--- src/rpf_pkg.sv ---
// Constants and carrier types for the radio packet framer
package rpf_pkg;
  localparam int MAX_PAYLOAD = 125;
  localparam logic [7:0] MAX_PAYLOAD_B = 8'h7D;
  localparam int PREAMBLE_LEN = 4;
  localparam logic [7:0] PREAMBLE_BYTE = 8'h00;
  localparam logic [7:0] SFD_BYTE = 8'hA7;
  localparam logic [15:0] FCS_INIT = 16'h0000;
  localparam logic [15:0] FCS_POLY_REV = 16'h8408;
  localparam int RAM_DEPTH = 128;
  localparam int RAM_AW = 7;
  localparam logic [6:0] LQI_ADDR = 7'h7F;
  localparam int CLK_MHZ = 50;
  localparam int LQ_WINDOW_US = 64;
  localparam int LQ_CYCLES = LQ_WINDOW_US * CLK_MHZ;
  localparam int CCA_WINDOW_US = 128;
  localparam int CCA_CYCLES = CCA_WINDOW_US * CLK_MHZ;
  localparam int NUM_CHANNELS = 16;
  typedef struct packed {
    logic valid;
    logic [7:0] data;
  } rpf_byte_t;
  typedef struct packed {
    logic streamMode;
    logic txStart;
    logic [7:0] txLen;
    logic rxEnable;
    logic ccaStart;
    logic [3:0] channel;
  } rpf_ctrl_t;
  typedef struct packed {
    logic crcOk;
    logic [7:0] rxLen;
    logic [7:0] ccaLevel;
    logic ccaDone;
  } rpf_stat_t;
endpackage

--- src/rpf_framer.sv ---
// Packet framer: transmit framing, receive parsing, check sequence, link quality, clear channel
`timescale 1ns/1ps
module rpf_framer (
  input wire logic mclk,
  input wire logic rst,
  input wire logic ce,
  input wire rpf_pkg::rpf_ctrl_t ctrl,
  input wire rpf_pkg::rpf_byte_t hostWr,
  input wire logic [6:0] hostAddr,
  input wire logic hostRd,
  output rpf_pkg::rpf_byte_t hostRdData,
  input wire rpf_pkg::rpf_byte_t rxSym,
  input wire logic rxPreambleSeen,
  input wire logic [7:0] energy,
  input wire logic modReady,
  output rpf_pkg::rpf_byte_t txSym,
  output rpf_pkg::rpf_stat_t stat,
  output logic [3:0] channelSel,
  output logic txUnderrun,
  output logic irq
);
  typedef enum {TX_IDLE, TX_PRE, TX_SFD, TX_LEN, TX_PAY, TX_FCS0, TX_FCS1} rpf_txst_t;
  typedef enum {RX_IDLE, RX_SFD, RX_LEN, RX_PAY, RX_FCS0, RX_FCS1} rpf_rxst_t;

  function automatic logic [15:0] fcsStep(input logic [15:0] crc, input logic [7:0] d);
    logic [15:0] c;
    c = crc;
    for (int i = 0; i < 8; i++) begin
      if (c[0] ^ d[i]) begin
        c = (c >> 1) ^ rpf_pkg::FCS_POLY_REV;
      end else begin
        c = c >> 1;
      end
    end
    return c;
  endfunction

  rpf_txst_t txState;
  rpf_rxst_t rxState;
  logic [7:0] txCnt;
  logic [7:0] txLen;
  logic [15:0] txCrc;
  logic txWait;
  logic [7:0] rxCnt;
  logic [7:0] rxLen;
  logic [15:0] rxCrc;
  logic [7:0] rxFcsLo;
  logic [12:0] lqCnt;
  logic lqActive;
  logic [19:0] lqAcc;
  logic lqStore;
  logic [12:0] ccaCnt;
  logic ccaBusy;
  logic [20:0] ccaAcc;
  logic [7:0] ramRdData;
  logic rdPending;
  logic crcOk;
  logic [7:0] rxLenDone;
  logic [7:0] ccaLevel;
  logic ccaDone;

  // Stream transmit word delivered by host
  wire streamTx = ctrl.streamMode;
  wire txFire = modReady && txState != TX_IDLE && !txWait;
  wire [7:0] txPayByte = streamTx ? hostWr.data : ramRdData;
  wire [15:0] txCrcNext = fcsStep(txCrc, txPayByte);
  wire [15:0] rxCrcNext = fcsStep(rxCrc, rxSym.data);
  wire [15:0] rxFcsRx = {rxSym.data, rxFcsLo};
  wire rxPayWr = rxSym.valid && rxState == RX_PAY;
  wire rxFcsWr = rxSym.valid && (rxState == RX_FCS0 || rxState == RX_FCS1);
  wire hostRamWr = hostWr.valid && !streamTx && txState == TX_IDLE;
  wire ramWe = rxPayWr || rxFcsWr || lqStore || hostRamWr;
  wire [6:0] rxAddr = rxCnt[6:0];
  wire [6:0] ramWrAddr = lqStore ? rpf_pkg::LQI_ADDR : (hostRamWr ? hostAddr : rxAddr);
  wire [7:0] ramWrData = lqStore ? lqAcc[19:12] : (hostRamWr ? hostWr.data : rxSym.data);
  wire [6:0] ramRdAddr = (txState != TX_IDLE) ? txCnt[6:0] : hostAddr;
  wire [7:0] ctrlLen = (ctrl.txLen > rpf_pkg::MAX_PAYLOAD_B) ? rpf_pkg::MAX_PAYLOAD_B : ctrl.txLen;
  // Level taken with the last sample of the window included
  wire [20:0] ccaAccNext = ccaAcc + {13'h0000, energy};
  assign stat = '{crcOk: crcOk, rxLen: rxLenDone, ccaLevel: ccaLevel, ccaDone: ccaDone};

  rpf_ram uRam (
    .mclk(mclk),
    .ce(ce),
    .we(ramWe),
    .wrAddr(ramWrAddr),
    .wrData(ramWrData),
    .rdAddr(ramRdAddr),
    .rdData(ramRdData)
  );

  // Transmit framer
  always_ff @(posedge mclk or posedge rst) begin
    if (rst) begin
      txState <= TX_IDLE;
      txCnt <= 8'h00;
      txLen <= 8'h00;
      txCrc <= 16'h0000;
      txWait <= 1'b0;
      txSym <= '0;
      txUnderrun <= 1'b0;
    end else if (ce) begin
      txSym.valid <= 1'b0;
      txWait <= 1'b0;
      case (txState)
        TX_IDLE: begin
          if (ctrl.txStart) begin
            txState <= TX_PRE;
            txCnt <= 8'h00;
            txLen <= ctrlLen;
            txCrc <= rpf_pkg::FCS_INIT;
            txUnderrun <= 1'b0;
          end
        end
        TX_PRE: begin
          if (txFire) begin
            txSym <= '{valid: 1'b1, data: rpf_pkg::PREAMBLE_BYTE};
            if (txCnt == 8'(rpf_pkg::PREAMBLE_LEN - 1)) begin
              txState <= TX_SFD;
            end else begin
              txCnt <= txCnt + 8'h01;
            end
          end
        end
        TX_SFD: begin
          if (txFire) begin
            txSym <= '{valid: 1'b1, data: rpf_pkg::SFD_BYTE};
            txState <= TX_LEN;
          end
        end
        TX_LEN: begin
          if (txFire) begin
            txSym <= '{valid: 1'b1, data: txLen};
            txCnt <= 8'h00;
            txWait <= 1'b1;
            txState <= (txLen == 8'h00) ? TX_FCS0 : TX_PAY;
          end
        end
        TX_PAY: begin
          if (txFire) begin
            if (streamTx && !hostWr.valid) begin
              txUnderrun <= 1'b1;
            end
            txSym <= '{valid: 1'b1, data: txPayByte};
            txCrc <= txCrcNext;
            txCnt <= txCnt + 8'h01;
            txWait <= 1'b1;
            if (txCnt + 8'h01 == txLen) begin
              txState <= TX_FCS0;
            end
          end
        end
        TX_FCS0: begin
          if (txFire) begin
            txSym <= '{valid: 1'b1, data: txCrc[7:0]};
            txState <= TX_FCS1;
          end
        end
        TX_FCS1: begin
          if (txFire) begin
            txSym <= '{valid: 1'b1, data: txCrc[15:8]};
            txState <= TX_IDLE;
          end
        end
        default: txState <= TX_IDLE;
      endcase
    end
  end

  // Receive parser
  always_ff @(posedge mclk or posedge rst) begin
    if (rst) begin
      rxState <= RX_IDLE;
      rxCnt <= 8'h00;
      rxLen <= 8'h00;
      rxCrc <= 16'h0000;
      rxFcsLo <= 8'h00;
      crcOk <= 1'b0;
      rxLenDone <= 8'h00;
    end else if (ce) begin
      case (rxState)
        RX_IDLE: begin
          if (ctrl.rxEnable && rxPreambleSeen) begin
            rxState <= RX_SFD;
          end
        end
        RX_SFD: begin
          if (rxSym.valid) begin
            rxState <= (rxSym.data == rpf_pkg::SFD_BYTE) ? RX_LEN : RX_IDLE;
          end
        end
        RX_LEN: begin
          if (rxSym.valid) begin
            rxCnt <= 8'h00;
            rxCrc <= rpf_pkg::FCS_INIT;
            rxLen <= rxSym.data;
            if (rxSym.data > rpf_pkg::MAX_PAYLOAD_B) begin
              rxState <= RX_IDLE;
            end else begin
              rxState <= (rxSym.data == 8'h00) ? RX_FCS0 : RX_PAY;
            end
          end
        end
        RX_PAY: begin
          if (rxSym.valid) begin
            rxCrc <= rxCrcNext;
            rxCnt <= rxCnt + 8'h01;
            if (rxCnt + 8'h01 == rxLen) begin
              rxState <= RX_FCS0;
            end
          end
        end
        RX_FCS0: begin
          if (rxSym.valid) begin
            rxFcsLo <= rxSym.data;
            rxCnt <= rxCnt + 8'h01;
            rxState <= RX_FCS1;
          end
        end
        RX_FCS1: begin
          if (rxSym.valid) begin
            crcOk <= (rxFcsRx == rxCrc);
            rxLenDone <= rxLen;
            rxState <= RX_IDLE;
          end
        end
        default: rxState <= RX_IDLE;
      endcase
    end
  end

  // Link quality over the window after the preamble
  always_ff @(posedge mclk or posedge rst) begin
    if (rst) begin
      lqCnt <= 13'h0000;
      lqActive <= 1'b0;
      lqAcc <= 20'h00000;
      lqStore <= 1'b0;
    end else if (ce) begin
      lqStore <= 1'b0;
      if (!lqActive && rxState == RX_IDLE && ctrl.rxEnable && rxPreambleSeen) begin
        lqActive <= 1'b1;
        lqCnt <= 13'h0000;
        lqAcc <= 20'h00000;
      end else if (lqActive) begin
        lqAcc <= lqAcc + {12'h000, energy};
        lqCnt <= lqCnt + 13'h0001;
        if (lqCnt == 13'(rpf_pkg::LQ_CYCLES - 1)) begin
          lqActive <= 1'b0;
          lqStore <= 1'b1;
        end
      end
    end
  end

  // Clear channel assessment and channel select
  always_ff @(posedge mclk or posedge rst) begin
    if (rst) begin
      ccaCnt <= 13'h0000;
      ccaBusy <= 1'b0;
      ccaAcc <= 21'h000000;
      ccaLevel <= 8'h00;
      ccaDone <= 1'b0;
      channelSel <= 4'h0;
    end else if (ce) begin
      channelSel <= ctrl.channel;
      ccaDone <= 1'b0;
      if (!ccaBusy && ctrl.ccaStart) begin
        ccaBusy <= 1'b1;
        ccaCnt <= 13'h0000;
        ccaAcc <= 21'h000000;
      end else if (ccaBusy) begin
        ccaAcc <= ccaAccNext;
        ccaCnt <= ccaCnt + 13'h0001;
        if (ccaCnt == 13'(rpf_pkg::CCA_CYCLES - 1)) begin
          ccaBusy <= 1'b0;
          ccaLevel <= ccaAccNext[20:13];
          ccaDone <= 1'b1;
        end
      end
    end
  end

  // Host read-back and interrupt request
  always_ff @(posedge mclk or posedge rst) begin
    if (rst) begin
      rdPending <= 1'b0;
      hostRdData <= '0;
      irq <= 1'b0;
    end else if (ce) begin
      rdPending <= hostRd && txState == TX_IDLE;
      if (streamTx && rxPayWr) begin
        hostRdData <= '{valid: 1'b1, data: rxSym.data};
      end else begin
        hostRdData <= '{valid: rdPending, data: ramRdData};
      end
      // Stream transmit asks for the next word whether or not the host has one ready
      irq <= (!streamTx && rxState == RX_FCS1 && rxSym.valid)
          || (streamTx && rxPayWr)
          || (!streamTx && txState == TX_FCS1 && txFire)
          || (streamTx && txState == TX_PAY && txWait);
    end
  end
endmodule

--- src/rpf_ram.sv ---
// Packet buffer memory with registered read data
`timescale 1ns/1ps
module rpf_ram (
  input wire logic mclk,
  input wire logic ce,
  input wire logic we,
  input wire logic [6:0] wrAddr,
  input wire logic [7:0] wrData,
  input wire logic [6:0] rdAddr,
  output logic [7:0] rdData
);
  logic [7:0] mem [0:rpf_pkg::RAM_DEPTH-1];
  always_ff @(posedge mclk) begin
    if (ce) begin
      if (we) begin
        mem[wrAddr] <= wrData;
      end
      rdData <= mem[rdAddr];
    end
  end
endmodule
--- config.mk ---
export PLATFORM = sky130hd
export DESIGN_NAME = rpf_framer
export DESIGN_NICKNAME = d
export VERILOG_FILES = /design/src/rpf_pkg.sv /design/src/rpf_framer.sv /design/src/rpf_ram.sv
export SDC_FILE = /design/constraint.sdc
export NUM_CORES = 2
export LEC_CHECK = 0
export BUFFER_PORTS_ARGS = -buffer_cell sky130_fd_sc_hd__buf_2
export CAP_MARGIN = 5
export CORE_MARGIN = 2
export CORE_UTILIZATION = 63
export DETAILED_ROUTE_END_ITERATION = 6
export PLACE_DENSITY = 0.77
export SLEW_MARGIN = 0
export SYNTH_ARGS = -nofsm -noshare
export SYNTH_HDL_FRONTEND = slang
export SYNTH_SLANG_ARGS = --single-unit
--- constraint.sdc ---
create_clock -name mclk -period 13.9 [get_ports mclk]
set_input_delay 2.78 -clock mclk [delete_from_list [all_inputs] [get_ports mclk]]
set_output_delay 2.78 -clock mclk [all_outputs]
set_load 0.01 [all_outputs]
# ---- Yosys cells after proc, flatten, opt, wreduce, memory -nomap -nowiden
# Memory sizes are Yosys's and may differ from the RTL's. A register that Yosys moved wholly into a read port is not among the register bits.
# Cells that the tools add are included.
dict set report op_classes {
  reduce_logical 63
  n_addsub 6
  eq_ne 42
  n_bitwise 33
  magnitude_cmp 2
  n_mux 97
}
# operator n
set ops {}
lappend ops {{$mux 32} 16}
lappend ops {{$mux 16} 20}
lappend ops {{$pmux 32 s7} 1}
lappend ops {{$eq 32x3->1 const B} 6}
lappend ops {{$pmux 32 s6} 1}
lappend ops {{$eq 32x2->1 const B} 4}
lappend ops {{$eq 32x4->1 const B} 4}
lappend ops {{$logic_not 32->1} 4}
lappend ops {{$mux 8} 11}
lappend ops {{$eq 32x1->1 const B} 2}
lappend ops {{$pmux 16 s2} 2}
lappend ops {{$mux 9} 7}
lappend ops {{$pmux 9 s6} 1}
lappend ops {{$mux 13} 4}
lappend ops {{$not 2->3} 16}
lappend ops {{$mux 21} 2}
lappend ops {{$mux 20} 2}
lappend ops {{$ne 2x2->1 const B} 18}
lappend ops {{$pmux 8 s4} 1}
lappend ops {{$reduce_bool 32->1} 1}
lappend ops {{$add 13x1->13 const B} 2}
lappend ops {{$add 21x8->21} 1}
lappend ops {{$mux 1} 21}
lappend ops {{$mux 7} 3}
lappend ops {{other kinds (31)} 93}
dict set report totals {
  register_bits 250
  memories 1
  output_inout_bits 42
  ram_bits 1024
}
# memory depth word_bits rd rd_ports_with_merged_regs write_ports line
set mem_list {}
lappend mem_list {uRam.mem 128 8 1 1 1 rpf_ram.sv:12} ;# logic [7:0] mem [0:rpf_pkg::RAM_DEPTH-1];

# ---- Longest topological paths before layout
dict set report depth {
  ltp_word 19
  mapped_depth 14
  mapped_depth_nobuf 10
}

# ---- By module
# A second synthesis with hierarchy kept.
dict set report unflattened {
  cells_unflattened 2761
  area_unflattened_um2 50758.7
}
# mod area_each_um2 n_inst seq_area_each_um2 cells_each
set by_module_without_submodules {}
lappend by_module_without_submodules {rpf_ram 39766.9 1 30989.7 1633}
lappend by_module_without_submodules {rpf_framer 10991.8 1 4804.6 1128}

# ---- Worst setup path before layout
# Ideal clock, no wire load.
dict set report synth_path {
  path_kind {input port to flip-flop}
  startpoint {input ctrl[15] (netlist bit)}
  endpoint {memory uRam.mem[0][0] (data pin)}
  cell_stages 5
  t_arrival_ps 8867
  setup_time_ps 1197
  n_path_buf 2
  path_slack_ps 3836
  required_time_ps 12703
  cell_sequence {clkbuf_1 nand3b_1 clkbuf_1 mux2i_1 o21ai_0}
}
dict set report synth_via {
  elab_chain_len 5
}
# element line
set synth_lines {}
lappend synth_lines {{start: declaration} rpf_framer.sv:7} ;# input wire rpf_pkg::rpf_ctrl_t ctrl,
lappend synth_lines {{$logic_not 1->1} rpf_framer.sv:71} ;# wire hostRamWr = hostWr.valid && !streamTx && txState == TX_IDLE;
lappend synth_lines {{$logic_and 1x1->1 (2 in a row)} rpf_framer.sv:71}
lappend synth_lines {{$mux 8 (2 in a row)} rpf_framer.sv:75} ;# wire [7:0] ramWrData = lqStore ? lqAcc[19:12] : (hostRamWr ? hostWr.data : rxSym.data);
lappend synth_lines {{net ramWrData[0]} rpf_framer.sv:75}
lappend synth_lines {{end: declaration} rpf_ram.sv:12}
# The timed path passes the listed nets, and every way through them passes these cells.

# ---- Worst setup path in the final report
dict set report layout_path {
  startpoint {input hostAddr[0]}
  endpoint {register uRam.rdData[0] (read register of uRam.mem) (data pin)}
}
dict set report layout_via {
  elab_chain_len 1
}
# element line
set layout_lines {}
lappend layout_lines {{start: declaration} rpf_framer.sv:9} ;# input wire logic [6:0] hostAddr,
lappend layout_lines {{$mux 7} rpf_framer.sv:76} ;# wire [6:0] ramRdAddr = (txState != TX_IDLE) ? txCnt[6:0] : hostAddr;
lappend layout_lines {{end: declaration} rpf_ram.sv:10} ;# output logic [7:0] rdData
# No other way between the ends.
# A chain may end at the register's enable or synchronous reset.

==> run metrics <==
Vias between 30000 and 40000; Mapped Cells between 3000 and 4000; core box area 0.0818 mm^2; DP HPWL slightly above 80 mm; post-cts gate resize count 0; post-DR vias/cell 6.70; Worst setup EP type flip-flop; Clock Sinks 1224; Post-route DRC 1; peak supply drop between 0.0002 and 0.00025 V; vias in the first global route between 30000 and 40000; initial antenna violation count 9; row count 105; min cycle time layout approximately 7.3 ns; final hold vios 0; Initial DRT Pass Iterations 7; Filler Cell Count ~5300; Worst EP required between 10 and 15 ns; pwr dens 197 mW/mm^2; # port buffers 96; initial drt markers 4704; Tcrit/Tclk final 0.524; Max Buffers Root-to-Sink 3; final setup violation count 0; Worst-Skew Late Latency roughly 0.70 ns; crit path DAT a little under 8 ns; syn_nets between 4000 and 5000; Hold Path Class reg -> reg; asr flop ratio synth 0.157; die area about 0.085 mm^2; #FFs+latches synth ~1200; most frequent cells in the layout edfxtp_1 (1032), nand2_1 (611), nor2_1 (235); DP Cell Count ~5000; setup_tns 0 ns; WHS ~0.48 ns; wirelength, routed between 100 and 150 mm; Clock transition at path regs ~0.060 ns; Post-synth EDFFs between 1000 and 1500; share of layout cells above drive strength 1 0.100; Final nets roughly 4000; Pleak about 0.020 uW; # hold bufs at CTS 0; Initial Utilization 0.635; gpl congestion between 0.9 and 1; Distinct cells, synth 77; Hold Path Depth 2; Non-Filler Instances about 5100; Max-cap violations 0; register area share after synthesis 0.689; maximum number of pins on one net before global-route repair between 200 and 250; crit path kind in -> reg; Slew Viols, Final 0; Worst-Margin Slew between 1 and 1.5 ns; RSZ-0062 raised after global routing no; Synth-to-Final Area Change 10.1%; WL per Instance 26.9 um; failing checks DRC; Die Height between 200 and 300 um; H-tree depth 3; Max Clock Freq 0.137 GHz; CP Max Fanout 80; Post-CTS Setup Bufs 0; multi-input logic area roughly 0.015 mm^2; Synth Cell Area 0.0519 mm^2; Startpoint Class input port; Reg area 0.0358 mm^2; Top Ports 97; Primary FF master, synth edfxtp_1; Slew headroom 0.0589; CTS tree done; reg2reg path depth 9; Syn. warnings 0; Die W approximately 290 um; Tot GR Track Use 0.321; antenna viol nets, final 0; clk root buf clkbuf_16; Final Skew approximately 0.028 ns; global-route wire length before repair a little over 200 mm; commonest non-fill, non-tap cell in the layout edfxtp_1; Inserted Clock Buffers 118; grt total ovfl 0; outcome complete, but fails checks; Avg Cell Area, Syn 13.2 um^2
[worst max-delay path, stage by stage]
cell and delay, ns:
buf_2 0.11, or4b_4 0.80, and2_4 0.94, buf_4 0.94
mux2i_1 0.28, o22ai_1 0.13, a2111oi_0 1.17, or4_1 0.27
a211oi_1 0.06
[state kept, by name (all words and copies together), names as in the netlist, 3 cells and up]
register     flops
ccaCnt          13
uRam.mem      1024
txSym            9
channelSel       4
lqAcc           20
rxCrc           16
rxLenDone        8
hostRdData       9
rxLen            8
rxState          3
txCrc           16
txState          3
ccaAcc          21
rxFcsLo          8
uRam.rdData      8
lqCnt           13
ccaLevel         8
rxCnt            8
txCnt            8
txLen            8
[final timing paths]
check / endpoint / slack [ns] / startpoint
setup / recovery: uRam.rdData[0] / 6.61 / hostAddr[0]
hold / removal: txSym[6] / 0.48 / txSym[6]
setup reg to reg: uRam.rdData[0] / 7.37 / txState[0]
hold reg to reg: txSym[6] / 0.48 / txSym[6]
max in group asynchronous: txCrc[15] / 9.70 / rst
min in group asynchronous: channelSel[1] / 2.09 / rst
[cell type report]
cell class              count  share of cell area
clock inverters            86              0.0155
repair buffers            147              0.0158
flip-flops and latches   1224               0.626
multi-input cells        2411               0.264
diodes                      4            0.000175
well taps                1070              0.0234
inverters                  35             0.00243
clock buffers             136              0.0528
[where the power goes]
group / switching [uW] / total [uW] / internal [uW] / leakage [uW]
combinational: 2400 / 3520 / 1110 / 0.00671
sequential: 224 / 4500 / 4270 / 0.0118
clock: 1380 / 3240 / 1860 / 0.00189
[metal layers]
layer  share of wire  vias to the layer above  GRT usage
li1                -                    14900          -
met1            0.37                    16700      0.436
met2            0.46                     2226      0.497
met3            0.12                      418     0.0731
met4           0.051                       12      0.152
met5         0.00067                        -          0
[logic make-up (layout without fill, tap and decap cells)]
family / count (synthesis) / in the layout / share of synthesized area
and+or+nand+nor: 1329 / 1329 / 0.118
DFF: 1224 / 1224 / 0.689
AOI/OAI and AO/OA: 701 / 701 / 0.0957
buffers and inverters: 294 / 404 / 0.0241
muxes: 225 / 225 / 0.0446
xor gates and xnor gates: 134 / 134 / 0.0226
adders and majority gates: 22 / 22 / 0.00559
other: 0 / 4 / 0
[through the flow]
stage | worst slack (ns) | cell area, um^2 | power, uW | utilization
after detailed placement | 6.08 | 53300 | 7970 | 0.651
after global placement | 6.23 | 53300 | 7890 | 0.651
final | 6.61 | 57200 | 11300 | 0.699
after CTS | 6.80 | 57200 | 11200 | 0.699
after global routing | 6.55 | 57200 | 11600 | 0.699
after floorplan | 3.84 | 51900 | 6960 | -
[Yosys cell counts (42+ instances only)]
cell | instances | area, um^2
buf_2 | 73 | 365
a21oi_1 | 69 | 345
dfrtp_1 | 192 | 4800
a211oi_1 | 165 | 1240
a311oi_1 | 123 | 1080
nor2_1 | 235 | 882
mux2_2 | 42 | 473
xnor2_1 | 65 | 569
nand3_1 | 92 | 460
edfxtp_1 | 1032 | 31000
and3_1 | 166 | 1040
clkbuf_1 | 155 | 582
o21ai_0 | 126 | 631
mux2i_1 | 181 | 1810
xor2_1 | 69 | 604
nor4_1 | 60 | 375
nand2_1 | 611 | 2290
Note: power is estimated with default switching activity, not from simulation.
